## src/inc/flash_host_regs.svh

```systemverilog
// register map, field positions, command words and timing counts of the flash host controller
`ifndef FLASH_HOST_REGS_SVH
`define FLASH_HOST_REGS_SVH
// ==================================================
// register offsets (byte addresses, one word each)
`define REG_CTRL         8'h00
`define REG_ADDR         8'h04
`define REG_WDATA        8'h08
`define REG_RDATA        8'h0C
`define REG_STATUS       8'h10
// ==================================================
// control fields
`define CTRL_START       0
`define CTRL_OP_LO       1
`define CTRL_OP_HI       3
`define CTRL_BYTE        4
`define CTRL_TOP         5
`define CTRL_HV          6
// status fields
`define STAT_BUSY        0
`define STAT_ID          1
`define STAT_DONE        2
`define STAT_REDO        3
`define STAT_REFUSED     4
`define STAT_SEC_LO      8
`define STAT_SEC_HI      12
// ==================================================
// command words (word-mode and byte-mode unlock addresses)
`define UNLOCK1_WADDR    20'h00555
`define UNLOCK2_WADDR    20'h002AA
`define UNLOCK1_BADDR    20'h00AAA
`define UNLOCK2_BADDR    20'h00555
`define UNLOCK1_DATA     16'h00AA
`define UNLOCK2_DATA     16'h0055
`define ID_CMD_DATA      16'h0090
`define RESET_CMD_DATA   16'h00F0
// ==================================================
// timing, in ns, and cycle counts at the clock rate (least times round up)
`define CLK_MHZ              40
`define ACCESS_TIME_NS       100
`define WE_LOW_TIME_NS       50
`define WE_HIGH_TIME_NS      30
`define MIN_CLEAR_PULSE_NS   500
`define CLEAR_RELEASE_NS     50
`define NS_TO_CYC(ns)        (((ns) * `CLK_MHZ + 999) / 1000)
`define ACCESS_CYC           `NS_TO_CYC(`ACCESS_TIME_NS)
`define WE_LOW_CYC           `NS_TO_CYC(`WE_LOW_TIME_NS)
`define WE_HIGH_CYC          `NS_TO_CYC(`WE_HIGH_TIME_NS)
`define CLEAR_PULSE_CYC      `NS_TO_CYC(`MIN_CLEAR_PULSE_NS)
`define CLEAR_RELEASE_CYC    `NS_TO_CYC(`CLEAR_RELEASE_NS)
`endif

```

## src/inc/flash_host_pkg.sv

```systemverilog
// types of the flash host controller
package flash_host_pkg;
    // ==================================================
    // controller states and operations
    typedef enum logic [2:0] {S_IDLE, S_RD, S_WR, S_WR_GAP, S_RST_LOW, S_RST_REC} state_t;
    typedef enum logic [2:0] {OP_READ, OP_WRITE, OP_ID_ENTER, OP_ID_EXIT, OP_CLEAR} op_t;
    // ==================================================
    // flash control pins, all driven together
    typedef struct packed {
        logic        ce_n;
        logic        oe_n;
        logic        we_n;
        logic        reset_n;
        logic        byte_n;
        logic        hv_en;
        logic [18:0] addr;
    } flash_pins_t;
endpackage

```

## src/core/flash_host_ctrl.sv

```systemverilog
// host controller driving a parallel nor flash through its pins, ordered over apb
// Operation
// - status may be polled by ordinary reads while program or erase runs
// - host waits the full chip-select access time before taking read data
// - host should restart any program or erase interrupted by reset
// - host waits the release-to-read time after reset before reading
// - programmer identification uses elevated voltage on A9 plus A6, A1, A0
// - host puts the sector address on high address bits for protect check
// - identification is also entered by command writes, no elevated voltage
// - two unlock writes then the id command; reads may then repeat freely
// - host writes the reset command to leave identification mode
`include "flash_host_regs.svh"
module flash_host_ctrl (
    input  wire logic                        i_mclk,
    input  wire logic                        i_reset_n,
    input  wire logic                        i_psel,
    input  wire logic                        i_penable,
    input  wire logic                        i_pwrite,
    input  wire logic [7:0]                  i_paddr,
    input  wire logic [31:0]                 i_pwdata,
    output logic      [31:0]                 o_prdata,
    output logic                             o_pready,
    output logic                             o_pslverr,
    output flash_host_pkg::flash_pins_t      o_pins,
    input  wire logic [15:0]                 i_dq,
    output logic      [15:0]                 o_dq,
    output logic      [15:0]                 o_dq_oe,
    input  wire logic                        i_op_done_flag
);
    // ==================================================
    // reset release through two flip-flops
    logic rst_meta_ff;
    logic rst_n_ff;
    always_ff @(posedge i_mclk or negedge i_reset_n) begin
        if (!i_reset_n) begin
            rst_meta_ff <= 1'b0;
            rst_n_ff    <= 1'b0;
        end else begin
            rst_meta_ff <= 1'b1;
            rst_n_ff    <= rst_meta_ff;
        end
    end

    // ==================================================
    // state
    flash_host_pkg::state_t      state_ff,   nxt_state;
    flash_host_pkg::op_t         op_ff,      nxt_op;
    flash_host_pkg::flash_pins_t pins_ff,    nxt_pins;
    logic [15:0] cnt_ff,     nxt_cnt;
    logic [1:0]  seq_ff,     nxt_seq;
    logic [19:0] addr_ff,    nxt_addr;
    logic [15:0] wdata_ff,   nxt_wdata;
    logic [15:0] rdata_ff,   nxt_rdata;
    logic [15:0] dq_ff,      nxt_dq;
    logic [15:0] dq_oe_ff,   nxt_dq_oe;
    logic        byte_ff,    nxt_byte;
    logic        top_ff,     nxt_top;
    logic        hv_cfg_ff,  nxt_hv_cfg;
    logic        id_mode_ff, nxt_id_mode;
    logic        redo_ff,    nxt_redo;
    logic        refused_ff, nxt_refused;
    logic [31:0] prdata_ff,  nxt_prdata;
    logic        pready_ff,  nxt_pready;
    logic        pslverr_ff, nxt_pslverr;
    logic        acc_wr;
    logic        seq_last;
    logic [19:0] cmd_addr;
    logic [15:0] cmd_data;
    logic [6:0]  sec_bits;
    logic [4:0]  sector_index;

    // device address bits A18..A12 for either width
    assign sec_bits = byte_ff ? addr_ff[19:13] : addr_ff[18:12];

    always_comb begin
        if (top_ff) begin
            if (sec_bits[6:3] != 4'hF)       sector_index = {1'b0, sec_bits[6:3]};
            else if (!sec_bits[2])           sector_index = 5'h0F;
            else if (sec_bits[1])            sector_index = 5'h12;
            else                             sector_index = sec_bits[0] ? 5'h11 : 5'h10;
        end else begin
            if (sec_bits[6:3] != 4'h0)       sector_index = 5'({1'b0, sec_bits[6:3]} + 5'h03);
            else if (sec_bits[2])            sector_index = 5'h03;
            else if (sec_bits[1])            sector_index = sec_bits[0] ? 5'h02 : 5'h01;
            else                             sector_index = 5'h00;
        end
    end

    // last step of the running command
    assign seq_last = (op_ff != flash_host_pkg::OP_ID_ENTER) || (seq_ff == 2'd2);
    // command word of the next write step, so address and data register on the same edge as the strobe falls
    always_comb begin
        cmd_addr = nxt_addr;
        cmd_data = nxt_wdata;
        // two unlock writes then the identification command
        if (nxt_op == flash_host_pkg::OP_ID_ENTER) begin
            unique case (nxt_seq)
                2'd0: begin
                    cmd_addr = nxt_byte ? `UNLOCK1_BADDR : `UNLOCK1_WADDR;
                    cmd_data = `UNLOCK1_DATA;
                end
                2'd1: begin
                    cmd_addr = nxt_byte ? `UNLOCK2_BADDR : `UNLOCK2_WADDR;
                    cmd_data = `UNLOCK2_DATA;
                end
                default: begin
                    cmd_addr = nxt_byte ? `UNLOCK1_BADDR : `UNLOCK1_WADDR;
                    cmd_data = `ID_CMD_DATA;
                end
            endcase
        end else if (nxt_op == flash_host_pkg::OP_ID_EXIT) begin
            cmd_data = `RESET_CMD_DATA;
        end
    end

    // next values: apb slave and sequencer
    always_comb begin
        nxt_state   = state_ff;
        nxt_op      = op_ff;
        nxt_cnt     = cnt_ff;
        nxt_seq     = seq_ff;
        nxt_addr    = addr_ff;
        nxt_wdata   = wdata_ff;
        nxt_rdata   = rdata_ff;
        nxt_byte    = byte_ff;
        nxt_top     = top_ff;
        nxt_hv_cfg  = hv_cfg_ff;
        nxt_id_mode = id_mode_ff;
        nxt_redo    = redo_ff;
        nxt_refused = refused_ff;
        nxt_prdata  = prdata_ff;
        nxt_pslverr = 1'b0;
        nxt_pready  = i_psel && i_penable && !pready_ff;
        acc_wr      = i_psel && i_penable && pready_ff && i_pwrite;
        // read data and error registered on the same edge as pready
        if (nxt_pready) begin
            nxt_prdata = 32'h0000_0000;
            unique case (i_paddr)
                `REG_CTRL:   nxt_prdata = {25'h0, hv_cfg_ff, top_ff, byte_ff, op_ff, 1'b0};
                `REG_ADDR:   nxt_prdata = {12'h000, addr_ff};
                `REG_WDATA:  nxt_prdata = {16'h0000, wdata_ff};
                `REG_RDATA:  nxt_prdata = {16'h0000, rdata_ff};
                `REG_STATUS: nxt_prdata = {19'h0, sector_index, 3'h0, refused_ff, redo_ff,
                                           i_op_done_flag, id_mode_ff, state_ff != flash_host_pkg::S_IDLE};
                default:     nxt_pslverr = 1'b1;
            endcase
        end
        // register writes; sticky flags clear by writing one
        if (acc_wr && i_paddr == `REG_ADDR)  nxt_addr  = i_pwdata[19:0];
        if (acc_wr && i_paddr == `REG_WDATA) nxt_wdata = i_pwdata[15:0];
        if (acc_wr && i_paddr == `REG_STATUS) begin
            if (i_pwdata[`STAT_REDO])    nxt_redo    = 1'b0;
            if (i_pwdata[`STAT_REFUSED]) nxt_refused = 1'b0;
        end
        if (acc_wr && i_paddr == `REG_CTRL) begin
            nxt_byte   = i_pwdata[`CTRL_BYTE];
            nxt_top    = i_pwdata[`CTRL_TOP];
            nxt_hv_cfg = i_pwdata[`CTRL_HV];
            if (i_pwdata[`CTRL_START]) begin
                // command writes refused while the elevated voltage is applied
                if (state_ff != flash_host_pkg::S_IDLE || pins_ff.hv_en || i_pwdata[`CTRL_HV] ||
                    i_pwdata[`CTRL_OP_HI:`CTRL_OP_LO] > 3'd4) begin
                    nxt_refused = 1'b1;
                end else begin
                    nxt_op  = flash_host_pkg::op_t'(i_pwdata[`CTRL_OP_HI:`CTRL_OP_LO]);
                    nxt_seq = 2'd0;
                    unique case (nxt_op)
                        flash_host_pkg::OP_READ: begin
                            nxt_state = flash_host_pkg::S_RD;
                            nxt_cnt   = 16'(`ACCESS_CYC);
                        end
                        flash_host_pkg::OP_CLEAR: begin
                            nxt_state = flash_host_pkg::S_RST_LOW;
                            nxt_cnt   = 16'(`CLEAR_PULSE_CYC);
                        end
                        default: begin
                            nxt_state = flash_host_pkg::S_WR;
                            nxt_cnt   = 16'(`WE_LOW_CYC);
                        end
                    endcase
                end
            end
        end
        // sequencer
        unique case (state_ff)
            flash_host_pkg::S_IDLE: begin
            end
            flash_host_pkg::S_RD: begin
                // data taken only after the full access time
                if (cnt_ff == 16'h0000) begin
                    // same read path serves status polling; byte width keeps low byte
                    nxt_rdata = byte_ff ? {8'h00, i_dq[7:0]} : i_dq;
                    nxt_state = flash_host_pkg::S_IDLE;
                end else begin
                    nxt_cnt = cnt_ff - 16'h0001;
                end
            end
            flash_host_pkg::S_WR: begin
                if (cnt_ff == 16'h0000) begin
                    nxt_state = flash_host_pkg::S_WR_GAP;
                    nxt_cnt   = 16'(`WE_HIGH_CYC);
                end else begin
                    nxt_cnt = cnt_ff - 16'h0001;
                end
            end
            flash_host_pkg::S_WR_GAP: begin
                if (cnt_ff != 16'h0000) begin
                    nxt_cnt = cnt_ff - 16'h0001;
                end else if (seq_last) begin
                    nxt_state = flash_host_pkg::S_IDLE;
                    if (op_ff == flash_host_pkg::OP_ID_ENTER) nxt_id_mode = 1'b1;
                    if (op_ff == flash_host_pkg::OP_ID_EXIT)  nxt_id_mode = 1'b0;
                end else begin
                    nxt_seq   = 2'(seq_ff + 2'd1);
                    nxt_state = flash_host_pkg::S_WR;
                    nxt_cnt   = 16'(`WE_LOW_CYC);
                end
            end
            flash_host_pkg::S_RST_LOW: begin
                // embedded work cut by the reset is flagged for restart
                if (!i_op_done_flag) nxt_redo = 1'b1;
                if (cnt_ff == 16'h0000) begin
                    nxt_state   = flash_host_pkg::S_RST_REC;
                    nxt_cnt     = 16'(`CLEAR_RELEASE_CYC);
                    nxt_id_mode = 1'b0;
                end else begin
                    nxt_cnt = cnt_ff - 16'h0001;
                end
            end
            flash_host_pkg::S_RST_REC: begin
                // no read until the release-to-read time has passed
                if (cnt_ff == 16'h0000) nxt_state = flash_host_pkg::S_IDLE;
                else                    nxt_cnt   = cnt_ff - 16'h0001;
            end
        endcase
    end

    // pins follow the next state so each comes straight from a flip-flop
    always_comb begin
        nxt_pins.ce_n    = !(nxt_state == flash_host_pkg::S_RD || nxt_state == flash_host_pkg::S_WR);
        nxt_pins.oe_n    = nxt_state != flash_host_pkg::S_RD;
        nxt_pins.we_n    = nxt_state != flash_host_pkg::S_WR;
        nxt_pins.reset_n = nxt_state != flash_host_pkg::S_RST_LOW;
        nxt_pins.byte_n  = !nxt_byte;
        // elevated voltage only outside write steps
        nxt_pins.hv_en   = nxt_hv_cfg && nxt_state != flash_host_pkg::S_WR &&
                           nxt_state != flash_host_pkg::S_WR_GAP;
        // sector address placed on the high address bits from the address register
        nxt_pins.addr    = nxt_byte ? cmd_addr[19:1] : cmd_addr[18:0];
        nxt_dq           = {nxt_byte ? cmd_addr[0] : cmd_data[15], cmd_data[14:0]};
        nxt_dq_oe        = 16'h0000;
        if (nxt_state == flash_host_pkg::S_WR || nxt_state == flash_host_pkg::S_WR_GAP) begin
            nxt_dq_oe = nxt_byte ? 16'h00FF : 16'hFFFF;
        end
        if (nxt_byte) nxt_dq_oe[15] = 1'b1;
    end

    // registers
    always_ff @(posedge i_mclk or negedge rst_n_ff) begin
        if (!rst_n_ff) begin
            state_ff   <= flash_host_pkg::S_IDLE;
            op_ff      <= flash_host_pkg::OP_READ;
            pins_ff    <= '{ce_n: 1'b1, oe_n: 1'b1, we_n: 1'b1, reset_n: 1'b1, byte_n: 1'b1,
                            hv_en: 1'b0, addr: 19'h00000};
            cnt_ff     <= 16'h0000;
            seq_ff     <= 2'd0;
            addr_ff    <= 20'h00000;
            wdata_ff   <= 16'h0000;
            rdata_ff   <= 16'h0000;
            dq_ff      <= 16'h0000;
            dq_oe_ff   <= 16'h0000;
            byte_ff    <= 1'b0;
            top_ff     <= 1'b0;
            hv_cfg_ff  <= 1'b0;
            id_mode_ff <= 1'b0;
            redo_ff    <= 1'b0;
            refused_ff <= 1'b0;
            prdata_ff  <= 32'h0000_0000;
            pready_ff  <= 1'b0;
            pslverr_ff <= 1'b0;
        end else begin
            state_ff   <= nxt_state;
            op_ff      <= nxt_op;
            pins_ff    <= nxt_pins;
            cnt_ff     <= nxt_cnt;
            seq_ff     <= nxt_seq;
            addr_ff    <= nxt_addr;
            wdata_ff   <= nxt_wdata;
            rdata_ff   <= nxt_rdata;
            dq_ff      <= nxt_dq;
            dq_oe_ff   <= nxt_dq_oe;
            byte_ff    <= nxt_byte;
            top_ff     <= nxt_top;
            hv_cfg_ff  <= nxt_hv_cfg;
            id_mode_ff <= nxt_id_mode;
            redo_ff    <= nxt_redo;
            refused_ff <= nxt_refused;
            prdata_ff  <= nxt_prdata;
            pready_ff  <= nxt_pready;
            pslverr_ff <= nxt_pslverr;
        end
    end

    assign o_pins    = pins_ff;
    assign o_dq      = dq_ff;
    assign o_dq_oe   = dq_oe_ff;
    assign o_prdata  = prdata_ff;
    assign o_pready  = pready_ff;
    assign o_pslverr = pslverr_ff;
endmodule

```

## config.mk

```make
export PLATFORM = sky130hd
export DESIGN_NAME = flash_host_ctrl
export DESIGN_NICKNAME = d
export VERILOG_FILES = /design/src/inc/flash_host_pkg.sv /design/src/core/flash_host_ctrl.sv
export VERILOG_INCLUDE_DIRS = /design/src /design/src/inc
export SDC_FILE = /design/constraint.sdc
export NUM_CORES = 1
export LEC_CHECK = 0
export ABC_AREA = 1
export BUFFER_PORTS_ARGS = -buffer_cell sky130_fd_sc_hd__buf_4
export CORE_MARGIN = 10
export CORE_UTILIZATION = 57
export CTS_BUF_LIST = sky130_fd_sc_hd__clkbuf_4
export DETAILED_ROUTE_END_ITERATION = 12
export PLACE_DENSITY_LB_ADDON = 0.25
export SLEW_MARGIN = 20
export SYNTH_ARGS = -nofsm -noshare
export SYNTH_HDL_FRONTEND = slang
export SYNTH_SLANG_ARGS = --single-unit
```

## constraint.sdc

```tcl
create_clock -name i_mclk -period 5.3 [get_ports i_mclk]
set_input_delay 0.53 -clock i_mclk [delete_from_list [all_inputs] [get_ports i_mclk]]
set_output_delay 0.53 -clock i_mclk [all_outputs]
set_load 0.03 [all_outputs]
```

# ---- Word-level counts from Yosys, hierarchy flattened
# Index checks and enable logic that the tools add are counted.
dict set report totals {
  regBits 175
  input_bits 62
  out_inout_bits 91
  wordCells 165
}
dict set report op_classes {
  addsub 3
  n_lt_le_gt_ge 1
  n_eq_ne 29
  mux 73
  reduce_logical 32
}
# operator count
set op_table {}
lappend op_table {{2-to-1 mux 16 bit} 13}
lappend op_table {{case mux 20 bit (5 select lines)} 1}
lappend op_table {{case mux 16 bit (3 select lines)} 1}
lappend op_table {{2-to-1 mux 20 bit} 2}
lappend op_table {{2-to-1 mux 3 bit} 10}
lappend op_table {{== test 3 x 2 -> 1 bit, second input constant} 8}
lappend op_table {{2-to-1 mux 12 bit} 2}
lappend op_table {{2-to-1 mux 2 bit} 11}
lappend op_table {{2-to-1 mux 1 bit} 21}
lappend op_table {{2-to-1 mux 5 bit} 4}
lappend op_table {{2-to-1 mux 19 bit} 1}
lappend op_table {{== test 8 x 4 -> 1 bit, second input constant} 2}
lappend op_table {{zero test 16 bit} 1}
lappend op_table {{case mux 8 bit (2 select lines)} 1}
lappend op_table {{nonzero test 16 bit} 1}
lappend op_table {{subtractor 16 x 1 -> 16 bit, second input constant} 1}
lappend op_table {{case mux 3 bit (4 select lines)} 1}
lappend op_table {{2-to-1 mux 11 bit} 1}
lappend op_table {{logical AND 1 bit} 10}
lappend op_table {{case mux 5 bit (2 select lines)} 1}
lappend op_table {{== test 3 bit, second input constant} 3}
lappend op_table {{inequality test 3 x 2 -> 1 bit, second input constant} 3}
lappend op_table {{== test 8 x 3 -> 1 bit, second input constant} 1}
lappend op_table {{== test 8 x 5 -> 1 bit, second input constant} 1}
lappend op_table {{other kinds (25)} 37}

# ---- Logic depth before layout (Yosys ltp)
dict set report depth {
  word_depth 14
  depth_mapped 16
  ltp_nobuf 15
}

# ---- Worst setup path before layout
# No wires, ideal clock.
dict set report synth_path {
  path_type {register to register}
  startpoint {reg cnt_ff[0]}
  endpoint {reg pins_ff, in the netlist o_pins[6]}
  setup_time_ns 0.119
  t_arrival_ns 2.280
  required_time_ns 5.181
  setup_slack_ns 2.901
  path_stages_with_launch 16
  n_path_buf 1
  period_less_slack_ns 2.399
  cell_sequence {dfrtp_1 -> inv_1 -> ha_1 -> nand3_1 -> nor2_2 -> nand2_1 -> nor2_4 -> nand2_2 -> o21ai_2 -> nand3_1 -> ha_1 -> inv_1 -> nand4_1 -> buf_4 -> nand3_1 -> nand2_1}
}
# item line_no
set synth_rtl {}
lappend synth_rtl {{start, declared} flash_host_ctrl.sv:49} ;# logic [15:0] cnt_ff, nxt_cnt;
lappend synth_rtl {{start signal, assigned} flash_host_ctrl.sv:285} ;# cnt_ff <= nxt_cnt;
lappend synth_rtl {{end signal, assigned} flash_host_ctrl.sv:263} ;# pins_ff <= '{ce_n: 1'b1, oe_n: 1'b1, we_n: 1'b1, reset_n: 1'b1, byte_n: 1'b1,
lappend synth_rtl {{end signal, assigned} flash_host_ctrl.sv:284} ;# pins_ff <= nxt_pins;
lappend synth_rtl {{end, declared} flash_host_ctrl.sv:48} ;# flash_host_pkg::flash_pins_t pins_ff, nxt_pins;

==> reports/results.txt <==
The area growth from synthesis to final layout was 17.0%; the average wire per standard cell was 15.6 um. The number of DRC violations after detailed-routing iteration 0 was 549; the final period utilization was 0.577. The global-route wire length before repair came out at 30700 um.

The headroom to the max-slew limit was 0.357; the cell count after synthesis was 918. After global routing the overflow that remains totals 0. Flop and latch count out of synthesis: 150. The pin count of the biggest net entering global routing is 65, and the number of endpoints with negative hold slack in the final report is 0. The path class of the tightest hold or removal check is input port to register. In the final layout, flip-flops and latches occupy 3760 sq um. The start-to-end type of the worst setup path is register to register. For the row count, the log shows 41. The depth of the worst register-to-register path was 14; the number of DRC violations after detailed routing was 0. For the multi-input logic area, the log shows 2860 sq um. The sum of negative setup slack came out at 0 ns.

The worst register-to-register path begins at cnt_ff[0]$_DFF_PN0_. The horizontal die dimension is 134 um. By area the synthesized netlist is led by dfrtp_1 (49%), nand2_1 (12%), inv_1 (6.3%).

For the starting density of the core, the log shows 0.584. The worst setup path is captured at a register. The number of nets still failing antenna checks after routing came out at 0. Across the run, the number of max-cap violations was 0. Number of global-route vias before repair: 6128.

Cell taking the most area after synthesis: dfrtp_1. The total die area was 17900 sq um. The worst path meets setup with 2.24 ns of slack. Each instance of the synthesized netlist takes up on average 8.06 sq um.

Cell family with the largest share of critical-path delay: simple AND/OR/NAND/NOR gates. The tools report the destination of the worst hold path as redo_ff$_DFF_PN0_. The core region area came out at 12700 sq um. The slowest stage of the critical path is the nand4_1 cell. The count of flip-flops with a built-in enable after synthesis is 0, and the worst setup slack after placement is 2.11 ns. In this design, the stage delay of the slowest critical-path cell is 0.42 ns. For this design the static power due to leakage is 0.00442 uW. The endpoint identified for the worst register-to-register timing path is o_pins[7]$_DFF_PN0_. For flop-to-flop paths, the worst setup slack is 2.24 ns. The run gives 0.683 as the share of the core filled with cells. The logs give 5.76 ns for the required time reported for the critical path endpoint and 0 for the setup fix buffers added after clock tree synthesis. The insertion delay of the later-clocked pin in the worst-skew pair came out at 0.57 ns. In the routed layout, each cell is associated on average with a via count of 5.15. The final layout contains 1096 nets. The tools report the post-cts sizing count as 0. The cell area after synthesis is 7390 sq um. Counting the fill cells in the layout gives 1090. In this run the most critical hold path is launched from i_op_done_flag. STA classifies the critical path startpoint as a register.

At the end of routability-driven placement, the weighted congestion stood at 0.947. The run gives 150 as the number of clock sinks seen by CTS. Counting the buffers created by CTS gives 17.

The run gives 0 as the number of antenna violations at the first check in global routing. After synthesis, the netlist uses 49 different library cells. The count of final max-slew check failures is 0, and the post-route minimum period is 3.06 ns. The number of port buffers is 128, and the worst hold-check slack is 0.143 ns. The HPWL after detailed placement is 14300 um.

During synthesis, Yosys emitted a total of 0 warnings. The post-synthesis async set-or-reset flop share was 1.00. The critical path goes through inv_1, ha_1, nand3_1, nor2_2, nand2_1, nor2_4, nand2_2, o21ai_2, nand3_1, ha_1, inv_1, nand4_1, nand3_1, nand2_1. The power density of the placed cells works out to 240 nW/um^2.

Counting both buffers and inverters, the worst setup path holds a total of 2. Setup violations remaining at the end of the flow were counted as 0. The repair_antennas step left the layout with diodes totalling 0. Before antenna repair, the detailed router went through 5 iterations. The worst path arrival time is 3.52 ns, and the count of H-tree levels built during CTS is 4. For the worst clock skew on the final layout, the log shows 0.0215 ns.

The run gives 2 as the maximum number of buffers from clock root to sink. The fraction of synthesized cell area taken by the top area cell type works out to 0.491. The highest fanout seen on the critical path was 12.

The run gives 0.214 as the overall track demand over capacity in global routing. The proportion of layout cells with a drive suffix above 1 came out at 0.197. In the synthesized netlist the dominant register cell turns out to be dfrtp_1. For the pin with the worst max-slew slack, the measured transition is 0.963 ns. The sequential area share after synthesis was 0.508.

The buffer type at the clock tree root is clkbuf_4. TritonCTS built the clock tree. For this run, the top clock speed supported by timing is 327 MHz. Number of instances on the worst hold path: 2. Summing over every cut layer, the via total after detailed routing is 6250. The worst-case IR drop observed on VDD is 0.280 mV. The run finished with clean final reports. 153 I/O pins were placed. Setup repair after global routing left no endpoint under its margin. After clock tree synthesis, the clock-pin slew on the worst setup and hold paths is 0.12 ns. The post-detailed-routing wire length was 19000 um. The die height is 134 um.

The cell that appears most often on the critical path is nand3_1.
==> layout make-up <==
cell class              instances  share of cell area
inverters                     132              0.0573
well taps                     172              0.0249
repair buffers                133               0.116
multi-input cells             595               0.331
flip-flops and latches        150               0.435
clock buffers                  21              0.0182
clock inverters                11              0.0181
==> report_power, final <==
group	switching [uW]	total, uW	internal, uW	leakage (uW)
Combinational	79.8	127	47.3	0.00263
Sequential	14.9	1170	1160	0.00161
Clock	391	780	389	0.000168
==> layout by cell type, fill, tap and decap left out, drive strengths merged, types with 12 or more instances in the layout <==
cell and count:
nand2 258, clkbuf 21, nor2 78, a21oi 35, dfrtp 145, nand3 58, buf 132, inv 129
conb 13, o21ai 90, o22ai 12
==> state kept, by name (all words and copies together) (netlist names), 2 cells and up <==
register / cells
addr_ff: 20
op_ff: 3
o_prdata: 20
rdata_ff: 16
o_dq: 16
cnt_ff: 16
seq_ff: 2
state_ff: 3
o_dq_oe: 3
wdata_ff: 16
o_pins: 25
==> synth_stat cells, types with 2 or more instances <==
| library cell | n |
|---|---|
| a21oi_1 | 34 |
| buf_2 | 11 |
| buf_4 | 26 |
| buf_6 | 2 |
| clkbuf_1 | 12 |
| clkinv_1 | 3 |
| conb_1 | 2 |
| dfrtp_1 | 145 |
| dfstp_2 | 5 |
| ha_1 | 5 |
| inv_1 | 124 |
| inv_2 | 5 |
| nand2_1 | 242 |
| nand2_2 | 11 |
| nand2_4 | 5 |
| nand3_1 | 55 |
| nand3_4 | 2 |
| nand4_1 | 8 |
| nor2_1 | 70 |
| nor2_2 | 2 |
| nor2_4 | 6 |
| nor3_1 | 7 |
| o2111ai_1 | 3 |
| o21ai_0 | 83 |
| o21ai_1 | 6 |
| o22a_1 | 3 |
| o22ai_1 | 12 |
| o31ai_1 | 5 |
| xor2_1 | 4 |
==> logic make-up (layout without fill, tap and decap cells) <==
kind of cell,Yosys count,after routing,synth area share
AO/OA/AOI/OAI,157,157,0.117
buffers and inverters,184,297,0.110
other,2,13,0.00102
XOR/XNOR,4,4,0.00474
flip-flops,150,150,0.508
adder cells (fa/ha/maj),5,5,0.00846
AND/OR/NAND/NOR,414,414,0.247
multiplexers,2,2,0.00288
==> metal layers <==
layer	vias up	wire, um	track usage
met5	-	0	0
met4	0	471	0.0762
met2	161	9800	0.375
li1	3100	-	-
met3	27	1310	0.0724
met1	2962	7370	0.237
==> through the flow <==
step | area, sq um | power, uW | cells
final | 8650 | 2080 | 1214
after global routing | 8650 | 2160 | 1214
after global placement | 8320 | 1320 | 1181
after detailed placement | 8320 | 1320 | 1181
after CTS | 8650 | 2080 | 1214
after floorplan | 7440 | 1270 | 929
==> how the worst max path moves through the flow <==
stage	slack (ns)	cells after the start	to	from
after floorplan	0.82	0	addr_ff[0]$_DFF_PN0_	rst_n_ff$_DFF_PN0_
after global placement	2.16	14	o_pins[0]$_DFF_PN0_	i_paddr[7]
after detailed placement	2.11	14	o_pins[4]$_DFF_PN0_	i_paddr[1]
after CTS	2.28	14	o_pins[7]$_DFF_PN0_	cnt_ff[0]$_DFF_PN0_
after global routing	1.97	10	o_pins[9]$_DFF_PN0_	byte_ff$_DFF_PN0_
final	2.24	14	o_pins[7]$_DFF_PN0_	cnt_ff[0]$_DFF_PN0_
==> timing repair <==
item / 4_1_cts / 5_1_grt
setup endpoints to repair: 0 / 0
hold buffers: 1 / 0
endpoints found under the hold margin: 2 / 0
Note: power is estimated with default switching activity, not from simulation.
